## src/pkg/spie_pkg.sv

```systemverilog
// Constants, types and decoders for the sequencer instruction executor
package spie_pkg;

   // Clock rates and tick divider
   localparam int CLK_MHZ  = 250;
   localparam int SEQ_MHZ  = 8;
   localparam int TICK_DIV = CLK_MHZ / SEQ_MHZ;
   localparam int TICK_W   = 5;
   localparam logic [TICK_W-1:0] TICK_LAST = TICK_W'(TICK_DIV - 1);

   // Exact opcodes
   localparam logic [7:0] OP_DEC_AUX  = 8'hbf;
   localparam logic [7:0] OP_DEC_WID  = 8'hbe;
   localparam logic [7:0] OP_INC_WID  = 8'hbd;
   localparam logic [7:0] OP_RAND     = 8'hbc;
   localparam logic [7:0] OP_WAIT_REGISTER_OVERFLOWS    = 8'hbb;
   localparam logic [7:0] OP_LABEL    = 8'hba;
   localparam logic [7:0] OP_INT      = 8'hb9;
   localparam logic [7:0] OP_WAIT_TIMER_COMPARE   = 8'hb8;
   // Opcode group prefixes
   localparam logic [4:0] PFX_SATINC  = 5'h16;
   localparam logic [3:0] PFX_RPT     = 4'ha;
   localparam logic [2:0] PFX_WAITW   = 3'h4;
   // Field positions
   localparam int NEG_BIT  = 3;
   localparam int COND_HI  = 2;
   localparam int SKIP_HI  = 6;
   localparam int SKIP_LO  = 4;
   localparam int WCNT_HI  = 4;
   localparam int LIM_HI   = 2;
   localparam logic [5:0] WAITW_ZERO = 6'h20;
   localparam logic [3:0] RAND_MAX   = 4'h8;

   // Program memory extent
   localparam logic [4:0] PROG_LAST = 5'h17;

   // Register byte addresses
   localparam logic [4:0] A_WAIT  = 5'h00;
   localparam logic [4:0] A_WIDTH = 5'h04;
   localparam logic [4:0] A_AUX   = 5'h08;
   localparam logic [4:0] A_LIMIT = 5'h0c;
   localparam logic [4:0] A_STAT  = 5'h10;
   localparam logic [4:0] A_CTRL  = 5'h14;
   // Status and control bits
   localparam int ST_RUN  = 0;
   localparam int ST_INT  = 1;
   localparam int ST_WT   = 2;
   localparam int ST_PC   = 8;
   localparam int CT_GO   = 0;
   localparam int CT_STOP = 1;
   localparam logic [7:0] LIMIT_RST = 8'hff;

   // Executor states, one-hot
   typedef enum logic [4:0] {
      ST_IDLE  = 5'h01,
      ST_EXEC  = 5'h02,
      ST_WAIT_REGISTER_OVERFLOWS = 5'h04,
      ST_WAITW = 5'h08,
      ST_WEVT  = 5'h10
   } spie_state_t;

   // Group decoders
   function automatic logic is_skip(input logic [7:0] op);
      return ~op[7];
   endfunction
   function automatic logic is_rpt(input logic [7:0] op);
      return op[7:4] == PFX_RPT;
   endfunction
   function automatic logic is_waitw(input logic [7:0] op);
      return op[7:5] == PFX_WAITW;
   endfunction
   function automatic logic is_satinc(input logic [7:0] op);
      return op[7:3] == PFX_SATINC;
   endfunction

endpackage

```

## src/pkg/spie_arith_if.sv

```systemverilog
// Carrier for data register arithmetic between executor and ALU
`timescale 1ns/100ps
interface spie_arith_if;
   logic [7:0] op;    // Current opcode
   logic [7:0] x;     // Wait count in
   logic [7:0] y;     // Width index in
   logic [7:0] z;     // Aux counter in
   logic [7:0] rnd;   // Held random value
   logic [7:0] nx;    // Wait count out
   logic [7:0] ny;    // Width index out
   logic [7:0] nz;    // Aux counter out
   modport calc (input op, x, y, z, rnd, output nx, ny, nz);
   modport user (output op, x, y, z, rnd, input nx, ny, nz);
endinterface

```

## src/verilog/spie_tick.sv

```systemverilog
// Divider making the sequencer execution tick
`timescale 1ns/100ps
module spie_tick
   import spie_pkg::*;
(
   // Clock and reset
   input  wire logic i_clk,
   input  wire logic i_rstn,
   // Tick out
   output logic      o_tick
);
   typedef struct packed {
      logic [TICK_W-1:0] cnt;  // Cycle count within period
      logic              tick; // One-cycle tick
   } spie_tick_t;

   spie_tick_t s;
   spie_tick_t next_s;

   // Count to the period end and pulse
   always_comb begin
      next_s = s;
      next_s.tick = (s.cnt == TICK_LAST);
      if (s.cnt == TICK_LAST) begin
         next_s.cnt = '0;
      end else begin
         next_s.cnt = s.cnt + 1'b1;
      end
      if (!i_rstn) begin
         next_s = '0;
      end
   end

   // State register
   always_ff @(posedge i_clk) begin
      s <= next_s;
   end

   assign o_tick = s.tick;
endmodule

```

## src/verilog/spie_arith.sv

```systemverilog
// Data register arithmetic for counter and random instructions
`timescale 1ns/100ps
module spie_arith
   import spie_pkg::*;
(
   // Operands and results
   spie_arith_if.calc a
);
   logic [8:0] sum;   // Widened increment
   logic [7:0] lim;   // Saturation limit
   logic [3:0] wid;   // Random bit count

   // Results for the arithmetic opcodes, others pass through
   always_comb begin
      sum  = {1'b0, a.y} + 9'h001;
      lim  = {5'h00, a.op[LIM_HI:0]};
      wid  = RAND_MAX;
      a.nx = a.x;
      a.ny = a.y;
      a.nz = a.z;
      if (a.y != 8'h00 && a.y <= {4'h0, RAND_MAX}) begin
         wid = a.y[3:0];
      end
      if (a.op == OP_DEC_AUX) begin
         a.nz = a.z - 8'h01;
      end else if (a.op == OP_DEC_WID) begin
         a.ny = a.y - 8'h01;
      end else if (a.op == OP_INC_WID) begin
         a.ny = a.y + 8'h01;
      end else if (is_satinc(a.op)) begin
         // Nine-bit sum lets 0xff saturate to the limit
         a.ny = (sum < {1'b0, lim}) ? sum[7:0] : lim;
      end else if (a.op == OP_RAND) begin
         a.nx = a.rnd & (8'hff >> (RAND_MAX - wid));
      end
   end
endmodule

```

## src/verilog/spie_top.sv

```systemverilog
// Sequencer instruction executor with Avalon-MM register slave
//
// Implementation choices: the placing of the registers and the Avalon-MM interface to the registers.
`timescale 1ns/100ps
module spie_top
   import spie_pkg::*;
(
   // Clock and reset
   input  wire logic        i_clk,
   input  wire logic        i_rstn,
   // Avalon-MM slave
   input  wire logic [4:0]  i_avs_address,
   input  wire logic        i_avs_read,
   input  wire logic        i_avs_write,
   input  wire logic [31:0] i_avs_writedata,
   input  wire logic [3:0]  i_avs_byteenable,
   output logic [31:0]      o_avs_readdata,
   output logic             o_avs_waitrequest,
   // Program memory read
   output logic [4:0]       o_pc,
   input  wire logic [7:0]  i_instr,
   // Timer, random and condition inputs
   input  wire logic        i_mac_ovf,
   input  wire logic        i_mac_cmp,
   input  wire logic [7:0]  i_rand,
   input  wire logic [7:0]  i_cond,
   // Status out
   output logic             o_running,
   output logic             o_prog_int_flag,
   output logic             o_wait_done_flag
);
   import spie_pkg::*;

   // Whole module state
   typedef struct packed {
      spie_state_t st;       // Executor state
      logic        run;      // Running copy
      logic [4:0]  pc;       // Program counter
      logic [4:0]  label;    // Loop start
      logic        lab_ok;   // Loop start recorded
      logic [7:0]  x;        // Wait count register
      logic [7:0]  y;        // Width index register
      logic [7:0]  z;        // Aux counter register
      logic [7:0]  t;        // Overflow limit register
      logic [5:0]  wcnt;     // Immediate wait count
      logic        int_f;    // Program interrupt flag
      logic        wt_f;     // Wait done flag
      logic        ovf_p;    // Overflow seen since tick
      logic        cmp_p;    // Compare seen since tick
      logic [7:0]  rnd;      // Held random value
      logic        wreq;     // Wait request
      logic [31:0] rdata;    // Read data
   } spie_top_t;

   // Reset value of the state
   localparam spie_top_t RST_S = '{
      st:     ST_IDLE,
      run:    1'b0,
      pc:     5'h00,
      label:  5'h00,
      lab_ok: 1'b0,
      x:      8'h00,
      y:      8'h00,
      z:      8'h00,
      t:      LIMIT_RST,
      wcnt:   6'h00,
      int_f:  1'b0,
      wt_f:   1'b0,
      ovf_p:  1'b0,
      cmp_p:  1'b0,
      rnd:    8'h00,
      wreq:   1'b1,
      rdata:  32'h00000000
   };

   spie_top_t s;        // Registered state
   spie_top_t next_s;   // Next state
   logic      tick;     // Execution tick
   logic      go;       // Advance program counter
   logic [5:0] tgt;     // Advance target
   logic      cnd;      // Condition after negate
   logic [2:0] skp;     // Skip count field
   logic      int_set;  // Interrupt flag set
   logic      wt_set;   // Wait done flag set
   logic      int_clr;  // Interrupt flag clear
   logic      wt_clr;   // Wait done flag clear
   logic      req;      // Bus request present
   logic      wr_now;   // Write takes effect

   // ALU carrier
   spie_arith_if ai ();

   // Execution tick source
   spie_tick u_tick (
      .i_clk  (i_clk),
      .i_rstn (i_rstn),
      .o_tick (tick)
   );

   // Counter and random arithmetic
   spie_arith u_arith (
      .a (ai)
   );

   // Next-state logic for executor and bus slave
   always_comb begin
      next_s  = s;
      go      = 1'b0;
      tgt     = {1'b0, s.pc} + 6'h01;
      skp     = i_instr[SKIP_HI:SKIP_LO];
      cnd     = i_cond[i_instr[COND_HI:0]] ^ i_instr[NEG_BIT];
      int_set = 1'b0;
      wt_set  = 1'b0;
      int_clr = 1'b0;
      wt_clr  = 1'b0;
      req     = i_avs_read | i_avs_write;
      wr_now  = i_avs_write & ~s.wreq & i_avs_byteenable[0];
      ai.op   = i_instr;
      ai.x    = s.x;
      ai.y    = s.y;
      ai.z    = s.z;
      ai.rnd  = s.rnd;

      // Timer pulses held until the next tick consumes them
      next_s.ovf_p = (s.ovf_p & ~tick) | i_mac_ovf;
      next_s.cmp_p = (s.cmp_p & ~tick) | i_mac_cmp;

      // Random value frozen across a random load
      if (tick && !(s.st == ST_EXEC && i_instr == OP_RAND)) begin
         next_s.rnd = i_rand;
      end

      // Executor, one step per tick
      if (tick) begin
         unique case (s.st)
            ST_IDLE: begin
               // Nothing to run
               next_s.st = ST_IDLE;
            end
            ST_EXEC: begin
               // Arithmetic results, unchanged for other opcodes
               next_s.x = ai.nx;
               next_s.y = ai.ny;
               next_s.z = ai.nz;
               if (is_skip(i_instr)) begin
                  // Skip S, or hold on S of zero
                  if (cnd) begin
                     tgt = tgt + {3'h0, skp};
                  end
                  go = cnd | (skp != 3'h0);
               end else if (is_rpt(i_instr)) begin
                  // Jump back only to a recorded start
                  if (cnd && s.lab_ok) begin
                     next_s.pc = s.label;
                  end else begin
                     go = 1'b1;
                  end
               end else if (is_waitw(i_instr)) begin
                  // Field of zero means 32 overflows
                  if (i_instr[WCNT_HI:0] == 5'h00) begin
                     next_s.wcnt = WAITW_ZERO;
                  end else begin
                     next_s.wcnt = {1'b0, i_instr[WCNT_HI:0]};
                  end
                  next_s.st = ST_WAITW;
               end else if (i_instr == OP_WAIT_REGISTER_OVERFLOWS) begin
                  // Zero count proceeds at once
                  if (s.x == 8'h00) begin
                     go     = 1'b1;
                     wt_set = 1'b1;
                  end else begin
                     next_s.st = ST_WAIT_REGISTER_OVERFLOWS;
                  end
               end else if (i_instr == OP_WAIT_TIMER_COMPARE) begin
                  next_s.st = ST_WEVT;
               end else if (i_instr == OP_LABEL) begin
                  // Single start, replaced by each label
                  if (s.pc == PROG_LAST) begin
                     next_s.label = s.pc;
                  end else begin
                     next_s.label = tgt[4:0];
                  end
                  next_s.lab_ok = 1'b1;
                  go = 1'b1;
               end else if (i_instr == OP_INT) begin
                  int_set = 1'b1;
                  go      = 1'b1;
               end else begin
                  // Arithmetic, strobes and undefined codes advance
                  go = 1'b1;
               end
            end
            ST_WAIT_REGISTER_OVERFLOWS: begin
               // Count down the wait register per overflow
               if (s.ovf_p) begin
                  next_s.x = s.x - 8'h01;
                  if (s.x == 8'h01) begin
                     next_s.st = ST_EXEC;
                     go        = 1'b1;
                     wt_set    = 1'b1;
                  end
               end
            end
            ST_WAITW: begin
               // Count down the immediate wait per overflow
               if (s.ovf_p) begin
                  next_s.wcnt = s.wcnt - 6'h01;
                  if (s.wcnt == 6'h01) begin
                     next_s.st = ST_EXEC;
                     go        = 1'b1;
                     wt_set    = 1'b1;
                  end
               end
            end
            ST_WEVT: begin
               // Leave on a timer compare
               if (s.cmp_p) begin
                  next_s.st = ST_EXEC;
                  go        = 1'b1;
               end
            end
            default: begin
               // Illegal code returns to idle
               next_s.st = ST_IDLE;
            end
         endcase
      end

      // Advance, or stop past the last location
      if (go) begin
         if (tgt > {1'b0, PROG_LAST}) begin
            next_s.st = ST_IDLE;
         end else begin
            next_s.pc = tgt[4:0];
         end
      end

      // Wait request drops for one cycle per access
      next_s.wreq = 1'b1;
      if (req && s.wreq) begin
         next_s.wreq  = 1'b0;
         next_s.rdata = 32'h00000000;
         unique case (i_avs_address)
            A_WAIT:  next_s.rdata[7:0] = s.x;
            A_WIDTH: next_s.rdata[7:0] = s.y;
            A_AUX:   next_s.rdata[7:0] = s.z;
            A_LIMIT: next_s.rdata[7:0] = s.t;
            A_STAT: begin
               next_s.rdata[ST_RUN] = s.run;
               next_s.rdata[ST_INT] = s.int_f;
               next_s.rdata[ST_WT]  = s.wt_f;
               next_s.rdata[ST_PC+4:ST_PC] = s.pc;
            end
            default: begin
               // Unmapped reads as zero
               next_s.rdata = 32'h00000000;
            end
         endcase
      end

      // Host writes land after the executor update
      if (wr_now) begin
         unique case (i_avs_address)
            A_WAIT:  next_s.x = i_avs_writedata[7:0];
            A_WIDTH: next_s.y = i_avs_writedata[7:0];
            A_AUX:   next_s.z = i_avs_writedata[7:0];
            A_LIMIT: next_s.t = i_avs_writedata[7:0];
            A_STAT: begin
               // Write one to clear
               int_clr = i_avs_writedata[ST_INT];
               wt_clr  = i_avs_writedata[ST_WT];
            end
            A_CTRL: begin
               // Stop wins over start
               if (i_avs_writedata[CT_STOP]) begin
                  next_s.st     = ST_IDLE;
                  next_s.lab_ok = 1'b0;
               end else if (i_avs_writedata[CT_GO]) begin
                  next_s.st = ST_EXEC;
                  next_s.pc = 5'h00;
               end
            end
            default: begin
               // Unmapped writes are dropped
               next_s.t = next_s.t;
            end
         endcase
      end

      // Flags: a set in the clearing cycle survives
      next_s.int_f = (s.int_f & ~int_clr) | int_set;
      next_s.wt_f  = (s.wt_f & ~wt_clr) | wt_set;
      next_s.run   = (next_s.st != ST_IDLE);

      // Synchronous reset
      if (!i_rstn) begin
         next_s = RST_S;
      end
   end

   // State register
   always_ff @(posedge i_clk) begin
      s <= next_s;
   end

   // Outputs straight from the state register
   assign o_avs_readdata    = s.rdata;
   assign o_avs_waitrequest = s.wreq;
   assign o_pc              = s.pc;
   assign o_running         = s.run;
   assign o_prog_int_flag   = s.int_f;
   assign o_wait_done_flag  = s.wt_f;
endmodule

```

## config.mk

```make
export PLATFORM = sky130hd
export DESIGN_NAME = spie_top
export DESIGN_NICKNAME = d
export VERILOG_FILES = /design/src/pkg/spie_pkg.sv /design/src/pkg/spie_arith_if.sv /design/src/verilog/spie_tick.sv /design/src/verilog/spie_arith.sv /design/src/verilog/spie_top.sv
export SDC_FILE = /design/constraint.sdc
export NUM_CORES = 1
export LEC_CHECK = 0
export ABC_AREA = 1
export BUFFER_PORTS_ARGS = -buffer_cell sky130_fd_sc_hd__buf_2
export CAP_MARGIN = 25
export CORE_MARGIN = 5
export CORE_UTILIZATION = 60
export CTS_CLUSTER_DIAMETER = 120
export DETAILED_ROUTE_END_ITERATION = 8
export GPL_ROUTABILITY_DRIVEN = 0
export GPL_TIMING_DRIVEN = 0
export PLACE_DENSITY = 0.85
export SLEW_MARGIN = 20
export SYNTH_ARGS = -nofsm -noshare
export SYNTH_HDL_FRONTEND = slang
export SYNTH_HIERARCHICAL = 1
export SYNTH_SLANG_ARGS = --single-unit
```

## constraint.sdc

```tcl
create_clock -name i_clk -period 3.7 [get_ports i_clk]
set_input_delay 0.185 -clock i_clk [delete_from_list [all_inputs] [get_ports i_clk]]
set_output_delay 0.185 -clock i_clk [all_outputs]
set_load 0.01 [all_outputs]
```

Word-level counts from Yosys, hierarchy flattened
Index checks and enable logic that the tools add are counted.

word-level totals
  register bits after elaboration = 87
  bits in latches = 0
  RAM bits = 0
  ROM bits = 0
  input bits = 71
  output and inout bits = 41
  logic and storage cells = 209
  memories kept = 0

cells by class
  $add $sub $neg = 10
  multipliers = 0
  div/mod/pow operators = 0
  order comparisons = 4
  eq/ne operators = 29
  shift operators = 1
  mux-type cells = 107
  bitwise gates (word level) = 23
  reductions and logical operators = 16

operators with widths
  operator                                                            number
  5-bit 2-to-1 mux                                                    28
  8-bit 2-to-1 mux                                                    16
  6-bit 2-to-1 mux                                                    14
  33-bit 2-to-1 mux                                                   2
  8-bit == test, second input constant                                8
  5-bit case mux with 4 select lines                                  2
  35-bit 2-to-1 mux                                                   1
  1-bit 2-to-1 mux                                                    34
  5-bit == test, second input constant                                6
  8-bit by 1-bit subtractor with 8-bit output, second input constant  3
  11-bit 2-to-1 mux                                                   2
  16-bit 2-to-1 mux                                                   1
  8-bit case mux with 2 select lines                                  1
  5-bit by 4-bit == test with 1-bit output, second input constant     3
  3-bit case mux with 5 select lines                                  1
  6-bit case mux with 2 select lines                                  1
  5-bit by 3-bit == test with 1-bit output, second input constant     2
  5-bit zero test                                                     2
  8-bit by 1-bit adder with 9-bit output, second input constant       1
  9-bit by 3-bit < comparator with 1-bit output                       1
  1-bit inverter                                                      9
  8-bit by 1-bit adder with 8-bit output, second input constant       1
  8-bit bitwise AND                                                   1
  8-bit by 1-bit == test with 1-bit output, second input constant     1
  33 further kinds                                                    49

Logic depth before layout (Yosys ltp)
  word-level depth = 19
  gate-level depth with buffers = 19
  gate-level depth less buffers = 19

Modules after synthesis
Netlist, hierarchy kept.

modules (own cells, without submodules)
  module      instances  cells an instance  area an instance (um^2)  seq. area each (um^2)
  spie_top    1          717                4961.0                   1621.6
  spie_arith  1          227                1179.9                   0.0
  spie_tick   1          34                 262.8                    120.1

Worst setup path before layout
Ideal clock, no wire load.

  path kind = register to register
  start = register s (netlist bit ai.y[0])
  end = register s (netlist bit ai.x[1])
  library setup time = 0.136 ns
  data arrival time = 2.143 ns
  required time = 3.564 ns
  slack = 1.421 ns
  stages on the path, launching flop included = 15
  buffers on the path = 1
  clock period less this slack = 2.279 ns
  path through = dfxtp_1 > buf_4 > inv_2 > ha_1 > inv_1 > o21ai_0 > nand3_1 > nor2_1 > inv_1 > ha_1 > xor2_2 > nor2_1 > o21ai_1 > a2111oi_0 > a211oi_1

on the way
  longest elaborated chain between the ends = 15
  elaborated cells between the ends (all ways) = 16
  those cells by class = add/sub (1); order compare (1); shift (1); mux (10); bitwise (1); reduce/logical (2)

RTL lines
  item                                                                                             RTL line            RTL
  start: declaration                                                                               spie_top.sv:76      spie_top_t s;
  start signal: assignment                                                                         spie_top.sv:303     s <= next_s;
  8-bit by 4-bit less-or-equal comparator with 1-bit output or 8-bit nonzero test (tied branches)  spie_arith.sv:21    if (a.y != 8'h00 && a.y <= {4'h0, RAND_MAX}) begin
  1-bit logical AND                                                                                spie_arith.sv:21
  4-bit 2-to-1 mux (*)                                                                             spie_arith.sv:21
  4-bit subtractor (*)                                                                             spie_arith.sv:34    a.nx = a.rnd & (8'hff >> (RAND_MAX - wid));
  8-bit by 4-bit >> shifter with 8-bit output (*)                                                  spie_arith.sv:34
  8-bit bitwise AND (*)                                                                            spie_arith.sv:34
  8-bit 2-to-1 mux (*)                                                                             spie_arith.sv:33    end else if (a.op == OP_RAND) begin
  8-bit 2-to-1 mux (*)                                                                             spie_arith.sv:30    end else if (is_satinc(a.op)) begin
  8-bit 2-to-1 mux (*)                                                                             spie_arith.sv:28    end else if (a.op == OP_INC_WID) begin
  8-bit 2-to-1 mux (*)                                                                             spie_arith.sv:26    end else if (a.op == OP_DEC_WID) begin
  8-bit 2-to-1 mux (*)                                                                             spie_arith.sv:24    if (a.op == OP_DEC_AUX) begin
  named net ai.nx[1]                                                                               spie_arith_if.sv:9  logic [7:0] nx;
  8-bit case mux with 2 select lines (*)                                                           spie_top.sv:135     unique case (s.st)
  35-bit 2-to-1 mux (*)                                                                            spie_top.sv:134     if (tick) begin
  8-bit 2-to-1 mux                                                                                 spie_top.sv:263     unique case (i_avs_address)
  33-bit 2-to-1 mux (*)                                                                            spie_top.sv:262     if (wr_now) begin

The timed path passes the listed nets; every way through them passes the cells marked *.
A chain may end at the register's enable or synchronous reset.

Worst setup path in the final report
  start = register s (netlist bit ai.y[1])
  end = register s (netlist bit ai.x[3])

The elaborated chain is that of the path after synthesis.

==> results.py <==
metrics = {
    "critical_path": {
        "worstPathRequired_ps": 3940,
        "crit_chain": "inv_1 -> ha_1 -> nand2_1 -> nand3_1 -> inv_1 -> nand2_1 -> ha_1 -> xor2_2 -> nor2_1 -> o21ai_1 -> a21oi_1 -> o21ai_0 -> a31oi_1 -> a211oi_1",
        "crit_path_max_incr_delay_ps": 560,
        "critPathSlowestCell": "dfxtp_1",
        "critPathKind": "reg -> reg",
        "cp-start-kind": "flop",
        "critPathCaptureType": "flop",
        "rr_startpoint": "ai.y[1]",
        "crit_arrival_ps": 2930,
        "worst-path-buf-inv": 2,
        "crit_start": "ai.y[1]",
        "crit_fanout": 9,
        "crit_family": "compound AO/OA/AOI/OAI gates",
    },
    "logic_synthesis": {
        "synthMuxAreaShare": 0,
        "yosysUniqueCellTypes": 48,
        "synth_fa_ha_area_frac": 0.0442,
        "synth-xor-area-share": 0.0258,
        "synth-compound-area-share": 0.193,
        "synth.area.top_cells": "dfxtp_1, nand2_1, inv_1",
        "synth_edf_count": 0,
        "yosys_warnings": 6,
        "syn_area_per_cell_um2": 6.55,
        "ys.flop_type": "dfxtp_1",
        "synth_top_area_frac": 0.272,
        "syn_inst": 978,
        "synth_top_family_by_area": "simple AND/OR/NAND/NOR gates",
        "post_synth_and_or_nand_nor_area_fraction": 0.327,
        "ys_seq_area_frac": 0.272,
        "ys_async_sr_fraction": 0,
        "syn-cell-area_um2": 6400,
        "synth_seq_cells": 87,
        "yosysTopAreaCell": "dfxtp_1",
    },
    "placed_design": {
        "placed_area_um2": 6970,
        "portBuffers": 65,
        "dp_hpwl_mm": 13.2,
    },
    "timing": {
        "slew_headroom": 0.546,
        "skew_ps": 11.7,
        "final-setup-viol-count": 0,
        "rsz0062_at_grt": "no",
        "drv_slew": 0,
        "fin_crit_sh": 0.726,
        "finalHoldViolations": 0,
        "fin_setup_tns_ps": 0,
        "tightest_slew_ps": 681,
        "max_freq_mhz": 372,
        "timing.hold.ws_ps": 32.3,
        "fin_crit_ps": 2690,
    },
    "detailed_routing": {
        "drc": 0,
        "wl_mm": 17.2,
        "drt_iter0_markers": 583,
        "wl_per_cell_um": 14.2,
        "dr.pass1.iters": 6,
        "vias_per_cell": 5.60,
        "antenna_left": 0,
        "dr_total_vias": 6787,
    },
    "clock_tree": {
        "cts_tree": "built",
        "clockBufferDepth": 2,
        "tritoncts.num_buffers": 9,
        "clk_pin_slew_ps": 90,
        "postCtsSetupRepairBufs": 0,
        "cts-root-buf": "clkbuf_8",
        "clk_latency_ps": 360,
        "ctsResizeCount": 0,
        "cts_hold_buf": 0,
        "htree_levels": 3,
        "clock-sinks": 87,
    },
    "floorplan": {
        "rows": 37,
        "start_util": 0.618,
        "io-pin-count": 112,
        "die_w_um": 113,
        "die_h_um": 113,
        "die-area_um2": 12800,
        "core_um2": 10400,
    },
    "worst_hold_path": {
        "hp-start": "i_mac_cmp",
        "hold_path_class": "in -> reg",
    },
    "layout": {
        "drive_gt1_frac": 0.166,
        "layout_common_cells": "nand2_1, inv_1, nor2_1, dfxtp_1, buf_2",
        "nets": 1165,
        "final_area_um2": 7130,
        "final_util": 0.688,
        "antennaDiodeCount": 0,
        "area_delta_synth_final_pct": 11.4,
        "final_common_cell": "nand2_1",
    },
    "power_and_ir_drop": {
        "power_density_nw_per_um2": 249,
        "switchingPower_uw": 492,
        "ir_drop_mv": 0.200,
        "seqPwrFrac": 0.540,
        "power_frac_clock": 0.338,
        "swShare": 0.277,
        "internal-power_mw": 1.29,
        "combPwrFrac": 0.123,
        "p_leak_nw": 3.25,
    },
    "global_routing": {
        "grt_pass1_vias": 6152,
        "grt_overflow": 0,
        "grt_max_degree": 14,
        "antenna_found_initial": 0,
        "grt_use_total": 0.267,
        "grt_pass1_wl_mm": 28.6,
    },
    "flow_run": {
        "maxCapViolCount": 0,
    },
    "status": {
        "status": "completed",
    },
}
[Yosys cell counts, types with 2 or more instances]
cell type,n
nor3_1,19
nor3_2,3
buf_4,38
nor2_1,109
xnor2_1,3
o21ai_0,54
nand2_2,9
ha_1,21
nor4_1,2
nor2_2,5
nand3_1,52
xor2_1,14
nand2_1,215
o21ai_1,15
nor4_4,3
nand4_1,24
o2111ai_1,3
a211oi_1,13
nand3b_1,4
nor4_2,2
a221oi_1,25
nor2_4,3
clkinv_1,2
a2111oi_0,2
inv_2,16
dfxtp_1,87
inv_1,114
a21oi_1,55
o31ai_1,3
buf_2,9
a31oi_1,8
clkbuf_1,14
o211ai_1,12
nand3_2,4
nand2_4,2
a21oi_4,2
[flip-flops by register name, summed over array words and instances (netlist names)]
signal / cells
ai.y: 8
o_wait_done_flag: 1
u_tick/s: 5
o_prog_int_flag: 1
s: 27
o_pc: 5
ai.z: 8
ai.rnd: 8
o_running: 1
o_avs_readdata: 13
o_avs_waitrequest: 1
u_tick/o_tick: 1
ai.x: 8
[cells by family after synthesis]
logic type               Yosys count
XOR/XNOR                          18
AO/OA/AOI/OAI                    199
AND/OR/NAND/NOR                  458
other                              1
buffers and inverters            193
adder cells (fa/ha/maj)           22
flip-flops                        87
[area by class of cell]
| type | instances | area (µm²) |
|---|---|---|
| buffer | 61 | 383 |
| clock buffer | 12 | 145 |
| clock inverter | 3 | 20.0 |
| fill | 968 | 3240 |
| inverter | 132 | 495 |
| multi-input combinational | 716 | 3850 |
| sequential | 87 | 1740 |
| tap | 136 | 170 |
| timing repair buffer | 65 | 325 |
[final timing paths]
| check | end | slack (ps) | cells after the start |
|---|---|---|---|
| min reg2reg | s[84] | 460 | 2 |
| max reg2reg | ai.x[3] | 1010 | 14 |
| max | ai.x[3] | 1010 | 14 |
| min | s[41] | 30 | 3 |
[worst min-delay path, cell delays in order]
cell and delay (ps):
buf_2 80, a21oi_1 30, nor2_1 60
[stage by stage]
step	setup slack (ps)	std cells	power [mW]
2_1_floorplan	1420	996	1.12
3_3_place_gp	1120	1197	1.19
3_5_place_dp	1120	1197	1.20
4_1_cts	1110	1212	1.77
5_1_grt	847	1212	1.84
6_report	1010	1212	1.78
[routing by layer]
metal  GRT usage  wire length [µm]
met2       0.434              7580
met4      0.0769               343
met5           0                 0
met3      0.0460              1610
met1       0.364              7700
[power groups by stage]
stage / registers (mW) / logic, mW / clock network (mW)
floorplan: 0.979 / 0.139 / 0
global placement: 0.981 / 0.211 / 0
detailed placement: 0.982 / 0.214 / 0
CTS: 0.960 / 0.215 / 0.597
global route: 0.962 / 0.244 / 0.632
finish: 0.960 / 0.218 / 0.600
No activity file was read; power rests on OpenSTA's default activity.
